$ cat config.mk
export PLATFORM = sky130hd
export DESIGN_NAME = tpq_tap_qualifier
export DESIGN_NICKNAME = d
export VERILOG_FILES = /design/src/rtl/tpq_pkg.sv /design/src/rtl/tpq_step_timer.sv /design/src/rtl/tpq_tap_qualifier.sv
export SDC_FILE = /design/constraint.sdc
export NUM_CORES = 1
export LEC_CHECK = 0
export BUFFER_PORTS_ARGS = -buffer_cell sky130_fd_sc_hd__clkbuf_2
export CAP_MARGIN = 30
export CORE_MARGIN = 2
export CORE_UTILIZATION = 54
export DETAILED_ROUTE_END_ITERATION = 6
export PLACE_DENSITY = 0.75
export SLEW_MARGIN = 0
export SYNTH_ARGS = -nofsm -noshare
export SYNTH_HDL_FRONTEND = slang
export SYNTH_SLANG_ARGS = --single-unit
$ cat constraint.sdc
create_clock -name clk -period 7.4 [get_ports clk]
set_input_delay 0.37 -clock clk [delete_from_list [all_inputs] [get_ports clk]]
set_output_delay 0.37 -clock clk [all_outputs]
set_load 0.01 [all_outputs]
$ cat src/rtl/tpq_pkg.sv
// Purpose: shared constants for the tap pulse qualifier
// Assumes: byte-wide register port, 40 MHz core clock
// Notes: step shift codes scale a base time step of 0.625 ms by powers of two
package tpq_pkg;
    localparam logic [7:0] TPQ_OFS_XTHR = 8'h23;
    localparam logic [7:0] TPQ_OFS_YTHR = 8'h24;
    localparam logic [7:0] TPQ_OFS_ZTHR = 8'h25;
    localparam logic [7:0] TPQ_OFS_TLIM = 8'h26;
    localparam logic [7:0] TPQ_OFS_IGN = 8'h27;
    localparam logic [6:0] TPQ_THR_RESET = 7'h00;
    localparam logic [7:0] TPQ_TLIM_RESET = 8'h00;
    localparam logic [7:0] TPQ_IGN_RESET = 8'h00;
    localparam int TPQ_THR_MSB = 6;
    localparam logic [6:0] TPQ_LN_MAX_THR = 7'h3F;
    // base step 0.625 ms at 40 MHz
    localparam int TPQ_CLK_KHZ = 40000;
    localparam int TPQ_BASE_STEP_US = 625;
    localparam int TPQ_BASE_STEP_CYC = TPQ_BASE_STEP_US * TPQ_CLK_KHZ / 1000;
    // rate codes: 0=800,1=400,2=200,3=100,4=50,5=12.5,6=6.25,7=1.56 Hz
    typedef enum logic [1:0] {
        TPQ_MODE_NORMAL = 2'h0,
        TPQ_MODE_LNLP = 2'h1,
        TPQ_MODE_HIRES = 2'h2,
        TPQ_MODE_LOWPWR = 2'h3
    } tpq_mode_t;
    typedef enum logic [1:0] {
        TPQ_ST_IDLE = 2'h0,
        TPQ_ST_ABOVE = 2'h1,
        TPQ_ST_IGNORE = 2'h3
    } tpq_state_t;
endpackage

$ cat src/rtl/tpq_step_timer.sv
// Purpose: time-step tick generator
// Assumes: step shift selects 0.625 ms * 2^shift
// Notes: restarts whenever the step selection changes
`timescale 1ns/1ps
module tpq_step_timer import tpq_pkg::*; #(
    parameter int BASE_CYC = TPQ_BASE_STEP_CYC
) (
    input wire logic clk,
    input wire logic reset,
    input wire logic [3:0] stepShift,
    output logic tick
);
    localparam int CW = 24;
    logic [CW-1:0] cnt_q, cnt_d, limit;
    logic [3:0] shift_q;
    logic tick_d;

    always_comb begin
        limit = CW'(BASE_CYC) << stepShift;
        tick_d = 1'b0;
        cnt_d = cnt_q + CW'(1);
        if (shift_q != stepShift) begin
            cnt_d = '0;
        end else if (cnt_q >= limit - CW'(1)) begin
            cnt_d = '0;
            tick_d = 1'b1;
        end
    end

    always_ff @(posedge clk) begin
        if (reset) begin
            cnt_q <= '0;
            shift_q <= 4'h0;
            tick <= 1'b0;
        end else begin
            cnt_q <= cnt_d;
            shift_q <= stepShift;
            tick <= tick_d;
        end
    end
endmodule // tpq_step_timer

$ cat src/rtl/tpq_tap_qualifier.sv
// Purpose: per-axis tap pulse qualification with threshold and time limit
// Assumes: magnitudes arrive already filtered, in 0.063 g codes, each clock
// Notes: one shared step tick drives the time-limit and ignore counters
//
// Functional notes
// - each axis has its own start threshold and arms on crossing it.
// - thresholds are 7-bit unsigned in bits 6..0, bit 7 reads zero.
// - codes 1..127 weigh 0.063 g each on a fixed 8 g scale.
// - with low-noise set the usable threshold is capped at 4 g.
// - a pulse is valid only if it falls below threshold before the limit.
// - the time limit is an 8-bit count of steps, at most 255 steps.
// - step length depends on rate, oversampling mode and tap lowpass enable.
// - with lowpass on steps run 1.25 ms at 800 Hz and, outside high-res, double per rate halving down to 50 Hz.
// - with lowpass off steps are a quarter of the lowpass-on step, but half at 800 Hz and in low-power mode down to 12.5 Hz.
// - threshold registers reset to zero, leaving no axis armed.
// - the time-limit register resets to zero.
// - after a first pulse all pulses are ignored for the ignore interval.
`timescale 1ns/1ps
module tpq_tap_qualifier import tpq_pkg::*; #(
    parameter int BASE_CYC = TPQ_BASE_STEP_CYC
) (
    input wire logic clk,
    input wire logic reset,
    input wire logic regWrite,
    input wire logic regRead,
    input wire logic [7:0] regAddr,
    input wire logic [7:0] regWdata,
    output logic [7:0] regRdata,
    output logic regRvalid,
    input wire logic [2:0] outputSampleRate,
    input wire logic [1:0] oversampleMode,
    input wire logic tapLowpassEnable,
    input wire logic lowNoiseEnable,
    input wire logic [7:0] magX,
    input wire logic [7:0] magY,
    input wire logic [7:0] magZ,
    output logic [2:0] pulseValid,
    output logic [2:0] axisActive,
    output logic ignoreActive
);
    ////////////////////////////////////////////////////////////////////////
    // registers
    logic [6:0] thr_q [3];
    logic [6:0] thr_d [3];
    logic [7:0] tlim_q, tlim_d, ign_q, ign_d;
    logic [7:0] rdata_d;
    logic rvalid_d;

    always_comb begin
        for (int i = 0; i < 3; i++) begin
            thr_d[i] = thr_q[i];
        end
        tlim_d = tlim_q;
        ign_d = ign_q;
        if (regWrite) begin
            unique case (regAddr)
                TPQ_OFS_XTHR: thr_d[0] = regWdata[TPQ_THR_MSB:0];
                TPQ_OFS_YTHR: thr_d[1] = regWdata[TPQ_THR_MSB:0];
                TPQ_OFS_ZTHR: thr_d[2] = regWdata[TPQ_THR_MSB:0];
                TPQ_OFS_TLIM: tlim_d = regWdata;
                TPQ_OFS_IGN: ign_d = regWdata;
                default: ;
            endcase
        end
        rvalid_d = regRead;
        unique case (regAddr)
            TPQ_OFS_XTHR: rdata_d = {1'b0, thr_q[0]};
            TPQ_OFS_YTHR: rdata_d = {1'b0, thr_q[1]};
            TPQ_OFS_ZTHR: rdata_d = {1'b0, thr_q[2]};
            TPQ_OFS_TLIM: rdata_d = tlim_q;
            TPQ_OFS_IGN: rdata_d = ign_q;
            default: rdata_d = 8'h00;
        endcase
        if (!regRead) begin
            rdata_d = 8'h00;
        end
    end

    always_ff @(posedge clk) begin
        if (reset) begin
            for (int i = 0; i < 3; i++) begin
                thr_q[i] <= TPQ_THR_RESET;
            end
            tlim_q <= TPQ_TLIM_RESET;
            ign_q <= TPQ_IGN_RESET;
            regRdata <= 8'h00;
            regRvalid <= 1'b0;
        end else begin
            thr_q <= thr_d;
            tlim_q <= tlim_d;
            ign_q <= ign_d;
            regRdata <= rdata_d;
            regRvalid <= rvalid_d;
        end
    end

    ////////////////////////////////////////////////////////////////////////
    // time step selection: shift over 0.625 ms
    // 50 Hz to 12.5 Hz is a fourfold step, so rate codes are not plain doublings
    function automatic logic [3:0] stepShiftOf(input logic [2:0] rate,
                                               input logic [1:0] mode,
                                               input logic lpf);
        logic [3:0] s;
        // lowpass on: one doubling per rate code up to 50 Hz
        s = (rate > 3'h4) ? 4'h5 : {1'b0, rate} + 4'h1;
        unique case (mode)
            TPQ_MODE_NORMAL: ;
            TPQ_MODE_LNLP: s = (rate > 3'h4) ? 4'h7 : s;
            TPQ_MODE_HIRES: s = (rate == 3'h0) ? 4'h1 : 4'h2;
            TPQ_MODE_LOWPWR: s = (rate > 3'h5) ? 4'h8 : ((rate == 3'h5) ? 4'h7 : s);
        endcase
        // lowpass off is not a plain half at slow rates
        if (!lpf && mode == TPQ_MODE_LOWPWR) begin
            s = (s > 4'h7) ? 4'h6 : s - 4'h1;
        end else if (!lpf) begin
            s = (s > 4'h2) ? s - 4'h2 : 4'h0;
        end
        stepShiftOf = s;
    endfunction

    logic stepTick;
    logic [3:0] stepShift;
    assign stepShift = stepShiftOf(outputSampleRate, oversampleMode, tapLowpassEnable);

    tpq_step_timer #(.BASE_CYC(BASE_CYC)) u_timer (
        .clk(clk),
        .reset(reset),
        .stepShift(stepShift),
        .tick(stepTick)
    );

    ////////////////////////////////////////////////////////////////////////
    // per-axis qualification
    function automatic logic [6:0] effThr(input logic [6:0] t, input logic ln);
        effThr = (ln && t > TPQ_LN_MAX_THR) ? TPQ_LN_MAX_THR : t;
    endfunction

    tpq_state_t st_q [3];
    tpq_state_t st_d [3];
    logic [7:0] cnt_q [3];
    logic [7:0] cnt_d [3];
    logic [7:0] icnt_q, icnt_d;
    logic ign_act_q, ign_act_d;
    logic [2:0] valid_d, active_d;
    logic [7:0] mag [3];
    logic [6:0] t;
    logic above;

    assign mag[0] = magX;
    assign mag[1] = magY;
    assign mag[2] = magZ;

    always_comb begin
        valid_d = 3'h0;
        active_d = 3'h0;
        icnt_d = icnt_q;
        ign_act_d = ign_act_q;
        t = 7'h00;
        above = 1'b0;
        if (ign_act_q && stepTick) begin
            if (icnt_q >= ign_q) begin
                ign_act_d = 1'b0;
            end else begin
                icnt_d = icnt_q + 8'h01;
            end
        end
        for (int i = 0; i < 3; i++) begin
            st_d[i] = st_q[i];
            cnt_d[i] = cnt_q[i];
            t = effThr(thr_q[i], lowNoiseEnable);
            // zero code never arms
            above = (t != 7'h00) && (mag[i] > {1'b0, t});
            unique case (st_q[i])
                TPQ_ST_IDLE: begin
                    if (above && !ign_act_q) begin
                        st_d[i] = TPQ_ST_ABOVE;
                        cnt_d[i] = 8'h00;
                    end
                end
                TPQ_ST_ABOVE: begin
                    if (!above) begin
                        st_d[i] = TPQ_ST_IDLE;
                        // a pulse ending inside the ignore interval is dropped
                        if (cnt_q[i] < tlim_q && !ign_act_q) begin
                            valid_d[i] = 1'b1;
                        end
                    end else if (stepTick && cnt_q[i] != 8'hFF) begin
                        cnt_d[i] = cnt_q[i] + 8'h01;
                    end
                    if (cnt_q[i] >= tlim_q) begin
                        st_d[i] = TPQ_ST_IGNORE;
                    end
                end
                TPQ_ST_IGNORE: begin
                    // too long: wait for the signal to drop before rearming
                    if (!above) begin
                        st_d[i] = TPQ_ST_IDLE;
                    end
                end
                default: st_d[i] = TPQ_ST_IDLE;
            endcase
            active_d[i] = (st_d[i] == TPQ_ST_ABOVE);
        end
        if (valid_d != 3'h0 && !ign_act_q) begin
            ign_act_d = 1'b1;
            icnt_d = 8'h00;
        end
    end

    always_ff @(posedge clk) begin
        if (reset) begin
            for (int i = 0; i < 3; i++) begin
                st_q[i] <= TPQ_ST_IDLE;
                cnt_q[i] <= 8'h00;
            end
            icnt_q <= 8'h00;
            ign_act_q <= 1'b0;
            pulseValid <= 3'h0;
            axisActive <= 3'h0;
            ignoreActive <= 1'b0;
        end else begin
            st_q <= st_d;
            cnt_q <= cnt_d;
            icnt_q <= icnt_d;
            ign_act_q <= ign_act_d;
            pulseValid <= valid_d;
            axisActive <= active_d;
            ignoreActive <= ign_act_d;
        end
    end
endmodule // tpq_tap_qualifier

# Yosys cells after proc, flatten, opt, wreduce, memory -nomap -nowiden
# Index checks and enable logic that the tools add are counted.
dict set report totals {
  in_bits 51
  ff_bits 120
  word_cells 179
  output_inout_bits 16
}
dict set report op_classes {
  mux 51
  reduce_logical 47
  addsub 9
  eq_ne 31
  order_cmp 18
  bitwise 2
  shifts 1
}
# operator n
set op_table {}
lappend op_table {{$mux 8} 9}
lappend op_table {{$pmux 8 s2} 3}
lappend op_table {{$eq 8x6->1 const B} 5}
lappend op_table {{$pmux 8 s5} 1}
lappend op_table {{$add 8x1->8 const B} 4}
lappend op_table {{$ge 8x8->1} 4}
lappend op_table {{$mux 4} 8}
lappend op_table {{$add 24x1->24 const B} 1}
lappend op_table {{$ge 24x24->1} 1}
lappend op_table {{$gt 8x7->1} 3}
lappend op_table {{$lt 8x8->1} 3}
lappend op_table {{$ne 8x8->1 const B} 3}
lappend op_table {{$shl 15x4->24 const A} 1}
lappend op_table {{$sub 24x1->24 const B} 1}
lappend op_table {{$gt 7x6->1 const B} 3}
lappend op_table {{$mux 7} 3}
lappend op_table {{$reduce_bool 7->1} 3}
lappend op_table {{$mux 2} 10}
lappend op_table {{$logic_and 1x1->1} 18}
lappend op_table {{$ne 2x2->1 const B} 9}
lappend op_table {{$pmux 2 s3} 3}
lappend op_table {{$eq 2x1->1 const B} 7}
lappend op_table {{$reduce_and 2->1} 7}
lappend op_table {{$mux 1} 13}
lappend op_table {{other kinds (19)} 36}

# Depth between registers and ports, before layout
dict set report depth {
  ltp_word 13
  depth_mapped 30
  ltp_nobuf 26
}

# Cells and area by module
# Synthesis repeated with hierarchy kept, for this count alone.
dict set report unflattened {
  cells_unflattened 994
  area_unflattened_um2 7998.9
}
# mod n_inst area_each_um2 cells_per_inst seq_area_each_um2
set modules_own_cells {}
lappend modules_own_cells {tpq_tap_qualifier 1 5659.2 695 1821.7}
lappend modules_own_cells {tpq_step_timer 1 2339.7 299 580.6}

# Least setup slack after synthesis
# No wires, ideal clock.
dict set report synth_timing {
  path_kind {input-to-reg}
  from {in outputSampleRate[1]}
  to {reg u_timer.cnt_q[16]}
  n_path_buf 4
  stages 29
  path_slack_ns 1.954
  setup_ns 0.088
  required_time_ns 7.312
  arrival_ns 5.358
  cell_sequence {inv_1 ha_1 nand2b_1 or2_1 a32o_1 nand2_1 inv_1 ha_1 nor2_1 nand2_1 a21boi_2 buf_2 inv_1 ha_1 clkbuf_1 nand2_1 ha_1 clkbuf_1 a311oi_1 a211oi_1 ha_1 a21o_1 a21o_1 a21oi_1 nor3_1 nor4_1 nand2_1 clkbuf_1 nor4_2}
}
dict set report synth_between {
  elab_chain_cells 13
  word_cells_on_any_way 24
  classes_between {add/sub: 4; order compare: 5; eq/ne: 2; shift: 1; mux: 10; reduce/logical: 2}
}
# element line
set synth_lines {}
lappend synth_lines {{from (decl)} tpq_tap_qualifier.sv:30} ;# input wire logic [2:0] outputSampleRate,
lappend synth_lines {{$gt 3x3->1 / $add 3x1->4 (equally long branches)} {tpq_tap_qualifier.sv:105, tpq_tap_qualifier.sv:108}}
lappend synth_lines {{$mux 4} tpq_tap_qualifier.sv:105} ;# s = (rate > 3'h4) ? 4'h5 : {1'b0, rate} + 4'h1;
lappend synth_lines {{$mux 4 (2 in series)} tpq_tap_qualifier.sv:110} ;# TPQ_MODE_LOWPWR: s = (rate > 3'h5) ? 4'h8 : ((rate == 3'h5) ? 4'h7 : s);
lappend synth_lines {{$pmux 4 s3 *} tpq_tap_qualifier.sv:106} ;# unique case (mode)
lappend synth_lines {{$sub 4x2->4 / $gt 4x2->1 (equally long branches)} tpq_tap_qualifier.sv:116} ;# s = (s > 4'h2) ? s - 4'h2 : 4'h0;
lappend synth_lines {{$mux 4} tpq_tap_qualifier.sv:116}
lappend synth_lines {{$mux 4} tpq_tap_qualifier.sv:115} ;# end else if (!lpf) begin
lappend synth_lines {{$mux 4 *} tpq_tap_qualifier.sv:113} ;# if (!lpf && mode == TPQ_MODE_LOWPWR) begin
lappend synth_lines {{net stepShift[0]} tpq_tap_qualifier.sv:122} ;# logic [3:0] stepShift;
lappend synth_lines {{$shl 15x4->24} tpq_step_timer.sv:19} ;# limit = CW'(BASE_CYC) << stepShift;
lappend synth_lines {{$sub 24x1->24} tpq_step_timer.sv:24} ;# end else if (cnt_q >= limit - CW'(1)) begin
lappend synth_lines {{$ge 24x24->1} tpq_step_timer.sv:24}
lappend synth_lines {{$reduce_or 3->1 (no line) *} --}
lappend synth_lines {{to (signal assigned)} tpq_step_timer.sv:36} ;# cnt_q <= cnt_d;
lappend synth_lines {{to (decl)} tpq_step_timer.sv:14} ;# logic [CW-1:0] cnt_q, cnt_d, limit;
# The timed path passes the listed nets; every way through them passes the cells marked *.
# A chain may end at the register's enable or synchronous reset.

# Worst setup path after layout
dict set report layout_timing {
  from {in outputSampleRate[1]}
  to {reg u_timer.tick}
}
dict set report layout_between {
  elab_chain_cells 13
  word_cells_on_any_way 25
  classes_between {add/sub: 4; order compare: 5; eq/ne: 2; shift: 1; mux: 11; reduce/logical: 2}
}
# element line
set layout_lines {}
lappend layout_lines {{$add 3x1->4 / $gt 3x3->1 (equally long branches)} {tpq_tap_qualifier.sv:105, tpq_tap_qualifier.sv:108}}
lappend layout_lines {{$mux 4} tpq_tap_qualifier.sv:105}
lappend layout_lines {{$mux 4 (2 in series)} tpq_tap_qualifier.sv:110}
lappend layout_lines {{$pmux 4 s3 *} tpq_tap_qualifier.sv:106}
lappend layout_lines {{$sub 4x2->4 / $gt 4x2->1 (equally long branches)} tpq_tap_qualifier.sv:116}
lappend layout_lines {{$mux 4} tpq_tap_qualifier.sv:116}
lappend layout_lines {{$mux 4} tpq_tap_qualifier.sv:115}
lappend layout_lines {{$mux 4 *} tpq_tap_qualifier.sv:113}
lappend layout_lines {{$shl 15x4->24} tpq_step_timer.sv:19}
lappend layout_lines {{$sub 24x1->24} tpq_step_timer.sv:24}
lappend layout_lines {{$ge 24x24->1} tpq_step_timer.sv:24}
lappend layout_lines {{$mux 1} tpq_step_timer.sv:24}
lappend layout_lines {{to (signal assigned)} tpq_step_timer.sv:38} ;# tick <= tick_d;
lappend layout_lines {{to (decl)} tpq_step_timer.sv:11} ;# output logic tick
# Every way passes the cells marked *; elsewhere a longest branch is shown, timed or not.

==> impl_metrics.yaml <==
logic_synthesis:
  synth_area_per_cell_um2: 8.42
  synth_edf_count: 0
  synthCells: 987
  yosysWarnings: 0
  ys_ff_latch: 120
  synth_area_mm2: 0.00831
  seq_area_frac_synth: 0.289
  mappedNetlistNets: 1132
  synthArstFlopShare: 0
  synth_flop_cell: "dfxtp_1"
  synthDistinctLibCells: 78
floorplanning:
  rows: 45
  ioPinCount: 67
  die_h_um: 128
  dieArea_mm2: 0.0164
  core_region_area_mm2: 0.0151
  initial_utilization: 0.549
  fp.dieW_um: 128
route:
  drc_errors: 0
  vias: 7186
  wire_per_inst_um: 15.5
  routed_via_density: 5.78
  drt_iter0_markers: 464
  ant_nets: 0
  drtPass1Iterations: 5
  routed_wl_um: 19300
clock_network:
  path_clk_slew_ns: 0.05
  clk_latency_ns: 0.42
  numCtsBuffers: 17
  cts-hold-fix-buffers: 0
  postCtsSetupBuffers: 0
  clockBufferDepth: 2
  root_buffer: "clkbuf_16"
  numClockSinks: 120
  cts_tree: "built"
  cts-resized-gates: 0
  htree_levels: 4
final_layout:
  area_growth_pct: 12.2
  post-route-util: 0.616
  nets: 1188
  final_cell_mix: "121 x nor2_1, 120 x dfxtp_1, 94 x ha_1"
  layout_commonest_cell: "nor2_1"
  drive_gt1_frac: 0.145
  antennaDiodeCount: 0
  postLayoutCellArea_mm2: 0.00932
sta:
  fin_crit_sh: 0.729
  period_needed_ns: 5.39
  hold_viol_final: 0
  slew_violations: 0
  slew_headroom: 0.299
  worstMarginPinSlew_ns: 1.04
  totalNegativeSetupSlack_ns: 0
  rsz0062_at_grt: "false"
  fin_ws_ns: 2.01
  skew_ns: 0.00736
  setup_violations: 0
  holdWs_ns: 0.203
  max_clock_freq_ghz: 0.185
worst_setup_path:
  cp.required_ns: 7.73
  criticalPathCategory: "input port to flop"
  critical_path.top_delay_family: "simple AND/OR/NAND/NOR gates"
  cp_num_buf_inv: 6
  cpPeakStageDelay_ns: 0.39
  slowest_stage: "or2_2"
  cp_max_fo: 25
  cp-end-kind: "flop"
  arrival_ns: 5.72
  critPathLaunchType: "input port"
power_and_ir_drop:
  p_per_area_mw_per_mm2: 189
  p_leak_nw: 3.80
  vdd_drop_max_uv: 167
place:
  place_ws_ns: 1.63
  hpwlAfterDp_um: 14100
  numPortBuffers: 66
  routabilityCongestion: 0.924
  place_area_mm2: 0.00876
run:
  maxCapViolCount: 0
global_routing:
  grt_pass1_vias: 6803
  grt_max_degree: 61
  grt_use_total: 0.246
  grt_pass1_wl_um: 32400
  overflow: 0
  antenna_found_initial: 0
worst_hold_path:
  min_path_type: "input port to flop"
status:
  outcome: "finished, final reports clean"
==> sequential cells by signal, summed over array words and instances, names as in the netlist <==
name / cells
thr_q: 21
u_timer.tick: 1
regRvalid: 1
pulseValid: 3
u_timer.cnt_q: 24
u_timer.shift_q: 4
ign_act_q: 1
icnt_q: 8
tlim_q: 8
cnt_q: 24
axisActive: 3
st_q: 6
ign_q: 8
regRdata: 8
==> synthesized netlist by cell type, types with 5 or more instances <==
cell type	n	area [um^2]
a211oi_1	7	52.6
a21o_1	19	143
a21oi_1	51	255
a31oi_1	9	56.3
and2_1	6	37.5
and3_1	12	75.1
buf_2	7	35.0
buf_4	5	37.5
clkbuf_1	21	78.8
dfxtp_1	120	2400
ha_1	94	1180
inv_1	44	165
mux2i_1	47	470
nand2_1	64	240
nand2b_1	18	113
nand3_1	37	185
nand4_1	25	156
nor2_1	121	454
nor2b_1	14	87.6
nor3_1	22	110
nor4_1	11	68.8
nor4_2	19	238
o21a_1	17	128
o21ai_0	27	135
o22ai_1	9	56.3
or2_2	6	37.5
or3_1	9	56.3
xnor2_1	37	324
xor2_1	19	166
==> cell families after synthesis <==
group,Yosys count,share of synthesized area
adders and majority gates,94,0.142
AOI/OAI and AO/OA,190,0.153
buffers and inverters,84,0.0440
and+or+nand+nor,394,0.254
muxes,49,0.0593
xor gates and xnor gates,56,0.0590
DFF,120,0.289
==> where the power goes <==
part	total (W)	switching [W]	internal [W]
registers	0.000652	0.00000238	0.000650
clock network	0.000789	0.000303	0.000486
logic	0.000321	0.000200	0.000121
==> path summary, 6_finish.rpt <==
check                            from            to  slack [ns]  depth (start not counted)
setup reg to reg             thr_q[6]     icnt_q[5]        4.02                         11
hold / removal            regWdata[7]     tlim_q[7]        0.20                          3
hold reg to reg             tlim_q[7]     tlim_q[7]        0.49                          2
setup / recovery  outputSampleRate[1]  u_timer.tick        2.01                         28
==> through the flow <==
stage,std cells,power (W)
2_1_floorplan,987,0.000913
3_3_place_gp,1210,0.000981
3_5_place_dp,1212,0.000984
4_1_cts,1244,0.00177
5_1_grt,1244,0.00184
6_report,1244,0.00176
==> worst min-delay path: stages <==
cell and delay, ns:
clkbuf_2 0.09, mux2i_1 0.06, nor2_1 0.07
==> metal layers <==
layer  global-route usage  part of all wire  up-vias
li1                     -                 -     3675
met1                0.311              0.45     3289
met2                0.421              0.48      189
met3               0.0484             0.053       33
met4               0.0860             0.021        0
met5                    0                 0        -
==> area by class of cell <==
class,count,area (um^2)
timing repair buffer,76,405
clock buffer,21,470
tap,188,235
inverter,45,169
sequential,120,2400
clock inverter,11,96.3
fill,1326,5820
multi-input combinational,783,5550
No activity file was read; power rests on OpenSTA's default activity.
